$ cat src/acr_pkg.sv
// Constants, types and register map for the converter channel control block
`default_nettype none

package acr_pkg;

  // ----------------------------------------------------------------
  // Register indices; byte address is four times the index
  // ----------------------------------------------------------------
  localparam logic [5:0] IDX_FORMAT_CTRL   = 6'h01;
  localparam logic [5:0] IDX_RESULT_MIRROR = 6'h10;
  localparam logic [5:0] IDX_THRESH_LOW    = 6'h18;
  localparam logic [5:0] IDX_THRESH_HIGH   = 6'h19;
  localparam logic [5:0] IDX_CHAN_BASE     = 6'h20;
  localparam logic [2:0] CH_MUX_CTRL       = 3'h1;
  localparam logic [2:0] CH_IRQ_CTRL       = 3'h2;
  localparam logic [2:0] CH_IRQ_FLAG       = 3'h3;
  localparam logic [2:0] CH_RESULT_LOW     = 3'h4;
  localparam logic [2:0] CH_RESULT_HIGH    = 3'h5;
  localparam logic [2:0] CH_SCAN_CTRL      = 3'h6;

  // ----------------------------------------------------------------
  // Field positions and reset values
  // ----------------------------------------------------------------
  localparam int         POS_MUX_LSB       = 3;
  localparam int         FMT_SIGNED_BIT    = 4;
  localparam int         FMT_RES_LSB       = 1;
  localparam int         FLAG_BIT          = 0;
  localparam logic [7:0] RESET_BYTE        = 8'h00;
  localparam logic [15:0] RESET_WORD       = 16'h0000;

  // Result format codes of the format control register
  localparam logic [1:0] RES_12_RIGHT      = 2'h0;
  localparam logic [1:0] RES_8_BIT         = 2'h2;
  localparam logic [1:0] RES_12_LEFT       = 2'h3;

  // Interrupt condition codes
  localparam logic [1:0] MODE_COMPLETE     = 2'h0;
  localparam logic [1:0] MODE_BELOW        = 2'h1;
  localparam logic [1:0] MODE_ABOVE        = 2'h3;

  // ----------------------------------------------------------------
  // Types
  // ----------------------------------------------------------------
  typedef struct packed {
    logic [1:0] irq_condition_select;
    logic [1:0] irq_priority_level;
  } acr_irq_ctrl_s;

  typedef struct packed {
    logic       valid;
    logic [1:0] channel;
    logic [11:0] raw;
  } acr_conv_s;

  typedef struct packed {
    logic [3:0] offset;
    logic [3:0] count;
  } acr_scan_s;

endpackage

`default_nettype wire
$ cat src/acr_channel_ctrl.sv
// Per-channel interrupt and result registers, shared result formatting and first channel input scan behind an APB slave
`timescale 1ns/1ps
`default_nettype none

module acr_channel_ctrl
  import acr_pkg::*;
#(
  parameter int ADDR_W = 12,
  parameter int NUM_CH = 4
)
(
  // Clock and reset
  input  wire logic               pclk,
  input  wire logic               presetn,
  // APB slave
  input  wire logic               psel,
  input  wire logic               penable,
  input  wire logic               pwrite,
  input  wire logic [ADDR_W-1:0]  paddr,
  input  wire logic [31:0]        pwdata,
  input  wire logic [3:0]         pstrb,
  output var  logic [31:0]        prdata,
  output logic                    pready,
  output logic                    pslverr,
  // Converter core side
  input  wire acr_conv_s          conv_in,
  output var  logic [3:0]         first_channel_mux,
  // Interrupt controller side
  input  wire logic [NUM_CH-1:0]  vector_taken,
  output logic [NUM_CH-1:0]       irq_request,
  output logic [2*NUM_CH-1:0]     irq_level
);

  // ----------------------------------------------------------------
  // State
  // ----------------------------------------------------------------
  logic [7:0]          format_ctrl;
  logic [15:0]         compare_threshold;
  logic [3:0]          positive_input_select [NUM_CH];
  acr_irq_ctrl_s       irq_ctrl              [NUM_CH];
  logic [NUM_CH-1:0]   channel_flag;
  logic [15:0]         combined_result       [NUM_CH];
  acr_scan_s           scan;
  logic [7:0]          temp_byte;
  logic [7:0]          next_rdata;
  logic                next_latch;
  logic [7:0]          next_temp;

  // ----------------------------------------------------------------
  // Helpers
  // ----------------------------------------------------------------
  function automatic logic [15:0] fmt_result(input logic [11:0] raw, input logic [1:0] res,
                                             input logic sgn);
    logic [15:0] r;
    r = 16'h0000;
    case (res)
      RES_12_LEFT: r = {raw, 4'h0};
      RES_8_BIT:   r = {{8{sgn & raw[7]}}, raw[7:0]};
      default:     r = {{4{sgn & raw[11]}}, raw};
    endcase
    return r;
  endfunction

  function automatic logic is_less(input logic [15:0] a, input logic [15:0] b, input logic sgn);
    return sgn ? ($signed(a) < $signed(b)) : (a < b);
  endfunction

  // ----------------------------------------------------------------
  // APB decode
  // ----------------------------------------------------------------
  logic [5:0]  idx;
  logic        addr_ok;
  logic        is_chan;
  logic [1:0]  sel_ch;
  logic [2:0]  sel_reg;
  logic        wr_en;
  logic        rd_done;
  logic        wr_byte;

  assign idx     = paddr[7:2];
  assign addr_ok = (paddr[1:0] == 2'b00) && (paddr[ADDR_W-1:8] == '0);
  assign is_chan = idx[5];
  assign sel_ch  = idx[4:3];
  assign sel_reg = idx[2:0];
  assign pready  = 1'b1;
  assign pslverr = 1'b0;
  assign wr_en   = psel && penable && pwrite && addr_ok;
  assign rd_done = psel && penable && !pwrite && addr_ok;
  assign wr_byte = wr_en && pstrb[0];

  function automatic logic chan_hit(input logic [2:0] r);
    return is_chan && (sel_reg == r) && (int'(sel_ch) < NUM_CH);
  endfunction

  function automatic logic low_read(output logic [1:0] ch);
    ch = sel_ch;
    if (!is_chan && idx[5:3] == IDX_RESULT_MIRROR[5:3] && !idx[0])
    begin
      ch = idx[2:1];
      return 1'b1;
    end
    return chan_hit(CH_RESULT_LOW);
  endfunction

  function automatic logic high_read();
    return (!is_chan && idx[5:3] == IDX_RESULT_MIRROR[5:3] && idx[0]) || chan_hit(CH_RESULT_HIGH);
  endfunction

  // Read data is prepared in the setup cycle so prdata comes from a flop
  always_comb
  begin
    logic [1:0] lch;
    lch        = 2'b00;
    next_rdata = 8'h00;
    next_latch = 1'b0;
    next_temp  = temp_byte;
    if (low_read(lch))
    begin
      next_rdata = combined_result[lch][7:0];
      next_latch = 1'b1;
      next_temp  = combined_result[lch][15:8];
    end
    else if (high_read())
      next_rdata = temp_byte;
    else if (!is_chan)
    begin
      case (idx)
        IDX_FORMAT_CTRL: next_rdata = format_ctrl;
        IDX_THRESH_LOW:  next_rdata = compare_threshold[7:0];
        IDX_THRESH_HIGH: next_rdata = compare_threshold[15:8];
        default:         next_rdata = 8'h00;
      endcase
    end
    else if (int'(sel_ch) < NUM_CH)
    begin
      case (sel_reg)
        CH_MUX_CTRL:  next_rdata = {1'b0, positive_input_select[sel_ch], 3'b000};
        CH_IRQ_CTRL:  next_rdata = {4'h0, irq_ctrl[sel_ch]};
        CH_IRQ_FLAG:  next_rdata = {7'h00, channel_flag[sel_ch]};
        CH_SCAN_CTRL: next_rdata = (sel_ch == 2'd0) ? scan : 8'h00;
        default:      next_rdata = 8'h00;
      endcase
    end
    if (!addr_ok)
    begin
      next_rdata = 8'h00;
      next_latch = 1'b0;
    end
  end

  always_ff @(posedge pclk or negedge presetn)
  begin
    if (!presetn)
      prdata <= 32'h0000_0000;
    else if (psel && !penable)
      prdata <= {24'h00_0000, next_rdata};
  end

  // Temp byte is taken at the completing edge of a low-byte read
  always_ff @(posedge pclk or negedge presetn)
  begin
    if (!presetn)
      temp_byte <= RESET_BYTE;
    else if (rd_done && next_latch)
      temp_byte <= next_temp;
  end

  // ----------------------------------------------------------------
  // Configuration registers
  // ----------------------------------------------------------------
  always_ff @(posedge pclk or negedge presetn)
  begin
    if (!presetn)
    begin
      format_ctrl       <= RESET_BYTE;
      compare_threshold <= RESET_WORD;
    end
    else if (wr_byte && !is_chan)
    begin
      if (idx == IDX_FORMAT_CTRL)
        format_ctrl <= pwdata[7:0] & 8'h16;
      if (idx == IDX_THRESH_LOW)
        compare_threshold[7:0] <= pwdata[7:0];
      if (idx == IDX_THRESH_HIGH)
        compare_threshold[15:8] <= pwdata[7:0];
    end
  end

  always_ff @(posedge pclk or negedge presetn)
  begin
    if (!presetn)
    begin
      for (int c = 0; c < NUM_CH; c++)
      begin
        positive_input_select[c] <= 4'h0;
        irq_ctrl[c]              <= '0;
      end
    end
    else if (wr_byte)
    begin
      if (chan_hit(CH_MUX_CTRL))
        positive_input_select[sel_ch] <= pwdata[POS_MUX_LSB+3:POS_MUX_LSB];
      if (chan_hit(CH_IRQ_CTRL))
        irq_ctrl[sel_ch] <= pwdata[3:0];
    end
  end

  // ----------------------------------------------------------------
  // Conversion results and flag conditions
  // ----------------------------------------------------------------
  logic [1:0]  res_sel;
  logic        signed_mode;
  logic [15:0] new_result;
  logic [NUM_CH-1:0] flag_set;

  assign res_sel     = format_ctrl[FMT_RES_LSB+1:FMT_RES_LSB];
  assign signed_mode = format_ctrl[FMT_SIGNED_BIT];
  assign new_result  = fmt_result(conv_in.raw, res_sel, signed_mode);

  always_comb
  begin
    for (int c = 0; c < NUM_CH; c++)
    begin
      flag_set[c] = 1'b0;
      if (conv_in.valid && int'(conv_in.channel) == c)
      begin
        case (irq_ctrl[c].irq_condition_select)
          MODE_COMPLETE: flag_set[c] = 1'b1;
          MODE_BELOW:    flag_set[c] = is_less(new_result, compare_threshold, signed_mode);
          MODE_ABOVE:    flag_set[c] = is_less(compare_threshold, new_result, signed_mode);
          default:       flag_set[c] = 1'b0;
        endcase
      end
    end
  end

  always_ff @(posedge pclk or negedge presetn)
  begin
    if (!presetn)
    begin
      for (int c = 0; c < NUM_CH; c++)
        combined_result[c] <= RESET_WORD;
    end
    else if (conv_in.valid && int'(conv_in.channel) < NUM_CH)
      combined_result[conv_in.channel] <= new_result;
  end

  // Set beats a clear in the same cycle so no event is lost
  always_ff @(posedge pclk or negedge presetn)
  begin
    if (!presetn)
      channel_flag <= '0;
    else
    begin
      for (int c = 0; c < NUM_CH; c++)
      begin
        if (flag_set[c])
          channel_flag[c] <= 1'b1;
        else if (vector_taken[c])
          channel_flag[c] <= 1'b0;
        else if (wr_byte && chan_hit(CH_IRQ_FLAG) && int'(sel_ch) == c && pwdata[FLAG_BIT])
          channel_flag[c] <= 1'b0;
      end
    end
  end

  always_comb
  begin
    for (int c = 0; c < NUM_CH; c++)
    begin
      irq_request[c]       = channel_flag[c] && (irq_ctrl[c].irq_priority_level != 2'b00);
      irq_level[2*c +: 2]  = irq_ctrl[c].irq_priority_level;
    end
  end

  // ----------------------------------------------------------------
  // First channel input scan
  // ----------------------------------------------------------------
  logic first_conv;
  assign first_conv = conv_in.valid && (conv_in.channel == 2'd0);

  // A write wins over a conversion in the same cycle
  always_ff @(posedge pclk or negedge presetn)
  begin
    if (!presetn)
      scan <= '0;
    else if (wr_byte && chan_hit(CH_SCAN_CTRL) && sel_ch == 2'd0)
    begin
      scan.count  <= pwdata[3:0];
      scan.offset <= 4'h0;
    end
    else if (first_conv && scan.count != 4'h0)
    begin
      if (scan.offset == scan.count)
        scan.offset <= 4'h0;
      else
        scan.offset <= scan.offset + 4'h1;
    end
  end

  always_ff @(posedge pclk or negedge presetn)
  begin
    if (!presetn)
      first_channel_mux <= 4'h0;
    else
      first_channel_mux <= positive_input_select[0] + scan.offset;
  end
endmodule // acr_channel_ctrl

`default_nettype wire

$ cat config.mk
export PLATFORM = sky130hd
export DESIGN_NAME = acr_channel_ctrl
export DESIGN_NICKNAME = d
export VERILOG_FILES = /design/src/acr_pkg.sv /design/src/acr_channel_ctrl.sv
export SDC_FILE = /design/constraint.sdc
export NUM_CORES = 1
export LEC_CHECK = 0
export BUFFER_PORTS_ARGS = -buffer_cell sky130_fd_sc_hd__buf_4
export CORE_MARGIN = 2
export CORE_UTILIZATION = 45
export CTS_BUF_LIST = sky130_fd_sc_hd__clkbuf_16
export DETAILED_ROUTE_END_ITERATION = 16
export PLACE_DENSITY = 0.63
export SETUP_SLACK_MARGIN = 0.05
export SYNTH_ARGS = -nofsm -noshare
export SYNTH_HDL_FRONTEND = slang
export SYNTH_SLANG_ARGS = --single-unit
export TNS_END_PERCENT = 10
$ cat constraint.sdc
create_clock -name pclk -period 4.5 [get_ports pclk]
set_clock_uncertainty 0.05 [all_clocks]
set_input_delay 0.45 -clock pclk [delete_from_list [all_inputs] [get_ports pclk]]
set_output_delay 0.45 -clock pclk [all_outputs]
set_load 0.01 [all_outputs]
==> After elaboration in Yosys (flattened, before gate mapping) <==
Index checks and enable logic that the tools add are counted.
Widths: inputs -> output; s select.
{ "word_totals": {"reg_bits": 147, "in_bits": 72, "output_inout_bits": 50, "latch_bits": 0, "mem_count": 0, "mem_bits_ro": 0, "elab_cells": 202, "mem_bits_rw": 0} }
{ "classes": {"magnitude_cmp": 10, "n_shift": 0, "div_mod_pow": 0, "eq_ne": 27, "n_reduce_logical": 73, "n_bitwise": 5, "multipliers": 0, "muxes": 57, "n_addsub": 2} }
{ "ops": {"columns": ["op", "count"], "rows": [
  ["$bwmux 64", 1],
  ["$lt 16x16->1", 4],
  ["$mux 16", 3],
  ["$logic_and 1x1->1", 42],
  ["$mux 8", 5],
  ["$bmux 16 s2", 1],
  ["$bwmux 16", 2],
  ["$demux 16 s2", 1],
  ["$mux 4", 8],
  ["$pmux 16 s2", 1],
  ["$pmux 8 s4", 1],
  ["$mux 1", 24],
  ["$pmux 8 s3", 1],
  ["$eq 2x2->1 const B", 10],
  ["$logic_not 2->1", 9],
  ["$bmux 4 s2", 2],
  ["$eq 2x1->1 const B", 6],
  ["$eq 6x5->1 const B", 2],
  ["$pmux 1 s3", 4],
  ["$reduce_and 2->1", 6],
  ["$reduce_bool 3->1", 4],
  ["$reduce_bool 2->1", 5],
  ["$eq 3x2->1 const B", 3],
  ["$eq 3x3->1 const B", 3],
  ["other kinds (17)", 26]
]} }

==> Longest topological paths before layout <==
{ "depth": {"ltp_word": 10, "mapped_depth": 14, "ltp_nobuf": 13} }

==> Worst setup path before layout <==
OpenSTA, ideal clock, no wires.
{ "synth_path": {"kind": "register -> register", "from": "register format_ctrl[2]", "to": "register channel_flag[0]", "required_time_ps": 4304, "slack_ps": 1394, "n_path_buf": 1, "stages_incl_launch_ff": 15, "setup_ps": 146, "period_less_slack_ps": 3106, "arrival_ps": 2910, "path_cell_list": "dfrtp_1 > clkbuf_1 > nand2b_1 > o21ai_0 > and2_1 > a31oi_1 > inv_1 > ha_1 > nand4_1 > nor4_1 > o21ai_0 > o211ai_1 > mux2i_1 > a21oi_1 > o221ai_1"} }
{ "synth_via": {"elab_chain_cells": 7, "elab_cells_between_ends": 13, "classes_between": "4 x order compare; 2 x eq/ne; 6 x mux; 1 x reduce/logical"} }
{ "synth_rtl": {"columns": ["item", "line_no", "rtl"], "rows": [
  ["from (decl)", "acr_channel_ctrl.sv:37", "logic [7:0] format_ctrl;"],
  ["from (signal assigned)", "acr_channel_ctrl.sv:181", "format_ctrl <= pwdata[7:0] & 8'h16;"],
  ["$eq 2x2->1", "acr_channel_ctrl.sv:56", "case (res)"],
  ["$pmux 16 s2 *", "acr_channel_ctrl.sv:56", null],
  ["via new_result[15]", "acr_channel_ctrl.sv:213", "logic [15:0] new_result;"],
  ["$lt 16x16->1", "acr_channel_ctrl.sv:65", "return sgn ? ($signed(a) < $signed(b)) : (a < b);"],
  ["$mux 1", "acr_channel_ctrl.sv:65", null],
  ["$pmux 1 s3 *", "acr_channel_ctrl.sv:227", "case (irq_ctrl[c].irq_condition_select)"],
  ["$mux 1 *", "acr_channel_ctrl.sv:225", "if (conv_in.valid && int'(conv_in.channel) == c)"],
  ["$reduce_bool 3->1 (no source line) / $mux 1 (equally long branches)", null, null],
  ["to (signal assigned)", "acr_channel_ctrl.sv:252", "channel_flag <= '0;"],
  ["to (signal, indexed assignment)", "acr_channel_ctrl.sv:258", "channel_flag[c] <= 1'b1;"],
  ["to (signal, indexed assignment)", "acr_channel_ctrl.sv:260", "channel_flag[c] <= 1'b0;"],
  ["to (decl)", "acr_channel_ctrl.sv:41", "logic [NUM_CH-1:0] channel_flag;"]
]} }
The timed path passes the listed nets; every way through them passes the cells marked *.
A chain may end at the register's enable or synchronous reset.

==> Worst setup path in the final report <==
Ends and elaborated chain as after synthesis.

==> reports/qor.yml <==
regToRegStartpoint: "format_ctrl[2]"
cts_resized: 0
htree_levels: 4
dieArea_mm2: 0.01908
start_util: 0.4552
dpl.cell_count: 1083
io_pins: 122
slowest_stage: "mux2i_1"
cts.reportedPaths.clkPinSlew_ns: 0.06
remaining_drc_errors: 0
crit_start: "format_ctrl[2]"
max_freq_ghz: 0.2550
ant_nets: 0
netlist_instances: 825
synth.distinct_cells: 67
critical_path_depth: 11
cpLargestDelayFamily: "compound AO/OA/AOI/OAI gates"
core.rowCount: 49
syn_area_mm2: 0.008094
whs_ns: 0.2464
grt_max_degree: 56
rsz0062_at_grt: "false"
powerDensity_mw_per_mm2: 350.6
syn_avg_cell_area_um2: 9.811
final_cells: 1116
path_buf_inv: 1
r2r_slack_ns: 0.58
grt_pass1_vias: 6028
cpPeakStageDelay_ns: 0.61
n_antenna_cell: 0
die_y_um: 138.1
start_kind: "flip-flop"
cts_buffers: 17
antenna_found_initial: 0
ys_seq_area_frac: 0.4545
grt_usage: 0.2261
cp-end-kind: "flip-flop"
vias: 6122
comb_power_share: 0.100
fp.coreArea_mm2: 0.01778
gp_congestion: 0.8765
sequentialPowerShare: 0.440
vdd_drop_max_v: 0.0003352
power.switching_mw: 0.8452
drt_iter0_drc: 501
overflow: 0
period_share: 0.8716
totalWireLength_um: 20890
critPathKind: "reg -> reg"
status: "complete, no violations"
viasPerCell: 5.486
hp-class: "in -> reg"
hold_viol: 0
cts.path.max_buffers: 2
synth_warnings: 0
rr_worst_depth: 11
synthArstFlopShare: 1.000
cap_violations: 0
min_period_ns: 3.922
drv_slew: 0
fin_nets: 977
slew-limit-headroom: 0.4615
switching_share: 0.2594
postCtsSetupBuffers: 0
leakage_nw: 4.501
final_layout_size_suffix_gt1_frac: 0.2187
wl_per_cell_um: 18.72
cts_root_buf: "clkbuf_16"
cpMostUsedCell: "mux2i_1"
port_buffers: 68
setup_violations: 0
grt_pass1_wl_um: 33560
crit_chain: "nand2_1 -> mux2i_1 -> inv_1 -> ha_1 -> nand4_1 -> nor4_1 -> o21ai_0 -> o211ai_1 -> mux2i_1 -> a21oi_1 -> o221ai_1"
die_x_um: 138.1
worstSetupEndpoint: "channel_flag[0]"
tns_ns: 0
cts_tree: "yes"
fin_util: 0.5227
dr.pass1.iters: 5
p_int_mw: 2.413
synth_edf_count: 0
area_growth_pct: 14.82
worst_pin_slew_ns: 0.8072
p_clk_frac: 0.460
path_max_fanout: 9
ys_ff_latch: 147
reg2reg_to: "channel_flag[0]"
ys.flop_type: "dfrtp_1"
crit_required_ns: 4.72
worstPathArrival_ns: 4.14
numClockSinks: 147
dpl.hpwl_um: 14930
clk-insertion-delay-late_ns: 0.43
## worst reg2reg max path: stages, from the launching register on
cell	delay (ns)
dfrtp_1	0.46
nand2_1	0.29
mux2i_1	0.62
inv_1	0.11
ha_1	0.39
nand4_1	0.21
nor4_1	0.49
o21ai_0	0.17
o211ai_1	0.13
mux2i_1	0.10
a21oi_1	0.52
o221ai_1	0.23
## through the flow
| step | setup slack (ns) | area [um2] | power [mW] |
|---|---|---|---|
| 6_report | 0.5779 | 9294 | 3.258 |
| 3_5_place_dp | 0.6192 | 8662 | 1.783 |
| 4_1_cts | 0.6083 | 9294 | 3.284 |
| 3_3_place_gp | 0.6302 | 8662 | 1.776 |
| 5_1_grt | 0.2566 | 9294 | 3.391 |
| 2_1_floorplan | 1.394 | 8184 | 1.660 |
## sequential cells by signal, indices dropped and copies added (netlist names), 4 cells and up
| name | count |
|---|---|
| temp_byte | 8 |
| irq_level | 8 |
| first_channel_mux | 4 |
| compare_threshold | 16 |
| scan | 8 |
| prdata | 8 |
| positive_input_select | 16 |
| channel_flag | 4 |
| combined_result | 64 |
| irq_ctrl | 8 |
## layout make-up
cell class              instances  area (um2)
clock buffers                  17       425.4
clock inverters                15       196.4
fillers                      1665        8486
inverters                      44       165.2
multi-input cells             585        3943
flip-flops and latches        147        3679
well taps                     229       286.5
repair buffers                 79       599.3
## layer usage
metal	up-vias	GRT usage	wire [um]
li1	2958	-	-
met1	2927	0.3294	9765
met2	215	0.3340	9187
met3	22	0.05923	1602
met4	0	0.06660	333
met5	-	0	0
## layout by cell type, fill, tap and decap left out, types with 4 or more instances in the layout
cell and count:
a22o_1 6, dfrtp_1 147, o21ai_0 116, and3_1 5, nand3b_1 4, xnor2_1 6, or2_2 6, nand3_1 13
a31oi_1 8, a21oi_1 18, ha_1 30, nand2b_1 8, mux2i_1 12, clkbuf_16 17, inv_1 44, mux4_2 15
nand4_1 4, conb_1 26, a22oi_1 6, inv_6 4, clkinvlp_4 5, buf_4 77, nor2_1 31, a222oi_1 5
o21ai_1 4, mux2_2 48, o32a_1 4, a21o_1 5, nand2_1 143, nor4_1 4
## Yosys cell counts (all sizes together), types with 4 or more instances
cell type / number / area, um2
a21o: 5 / 37.54
a21oi: 18 / 90.09
a222oi: 5 / 50.05
a22o: 6 / 52.55
a22oi: 6 / 45.04
a31oi: 8 / 50.05
and2: 4 / 25.02
and3: 5 / 31.28
buf: 44 / 300.3
clkbuf: 29 / 108.9
dfrtp: 147 / 3679
ha: 30 / 375.4
inv: 44 / 165.2
mux2: 48 / 540.5
mux2i: 12 / 120.1
mux4: 15 / 337.8
nand2: 144 / 543.0
nand2b: 8 / 50.05
nand3: 13 / 65.06
nand3b: 4 / 30.03
nand4: 4 / 25.02
nor2: 31 / 116.4
nor3: 4 / 30.03
nor4: 5 / 46.29
o21ai: 120 / 600.6
o221ai: 4 / 41.29
o32a: 4 / 40.04
or2: 6 / 37.54
xnor2: 6 / 52.55
## kinds of logic (layout without fill, tap and decap cells)
family,Yosys count,count (layout),synth area share
AOI/OAI and AO/OA,204,204,0.1544
adders and majority gates,31,31,0.04885
other,2,26,0.0009278
buffers and inverters,117,155,0.07095
and+or+nand+nor,241,241,0.1384
xor gates and xnor gates,8,8,0.008657
muxes,75,75,0.1234
DFF,147,147,0.4545
## power by group through the flow
stage,logic (mW),registers [mW],clock network (mW)
2_1_floorplan,0.213,1.45,0
3_3_place_gp,0.320,1.46,0
3_5_place_dp,0.325,1.46,0
4_1_cts,0.327,1.43,1.52
5_1_grt,0.367,1.44,1.58
6_report,0.325,1.43,1.50
## timing repair
action | 4_1_cts | 5_1_grt
hold endpoints to repair | 53 | 0
hold buffers | 1 | 0
setup endpoints to repair | 0 | 0
## worst min-delay path by stage
| stage | from | to | slack, ns | cells after the start |
|---|---|---|---|---|
| after floorplan | presetn | channel_flag[0] | 0.10 | 0 |
| after global placement | presetn | positive_input_select[0] | 0.38 | 1 |
| after detailed placement | presetn | positive_input_select[0] | 0.38 | 1 |
| after CTS | pwdata[7] | compare_threshold[7] | 0.23 | 3 |
| after global routing | pwdata[7] | compare_threshold[7] | 0.23 | 3 |
| final | pwdata[7] | compare_threshold[7] | 0.25 | 3 |
(Power assumes the default switching activity.)
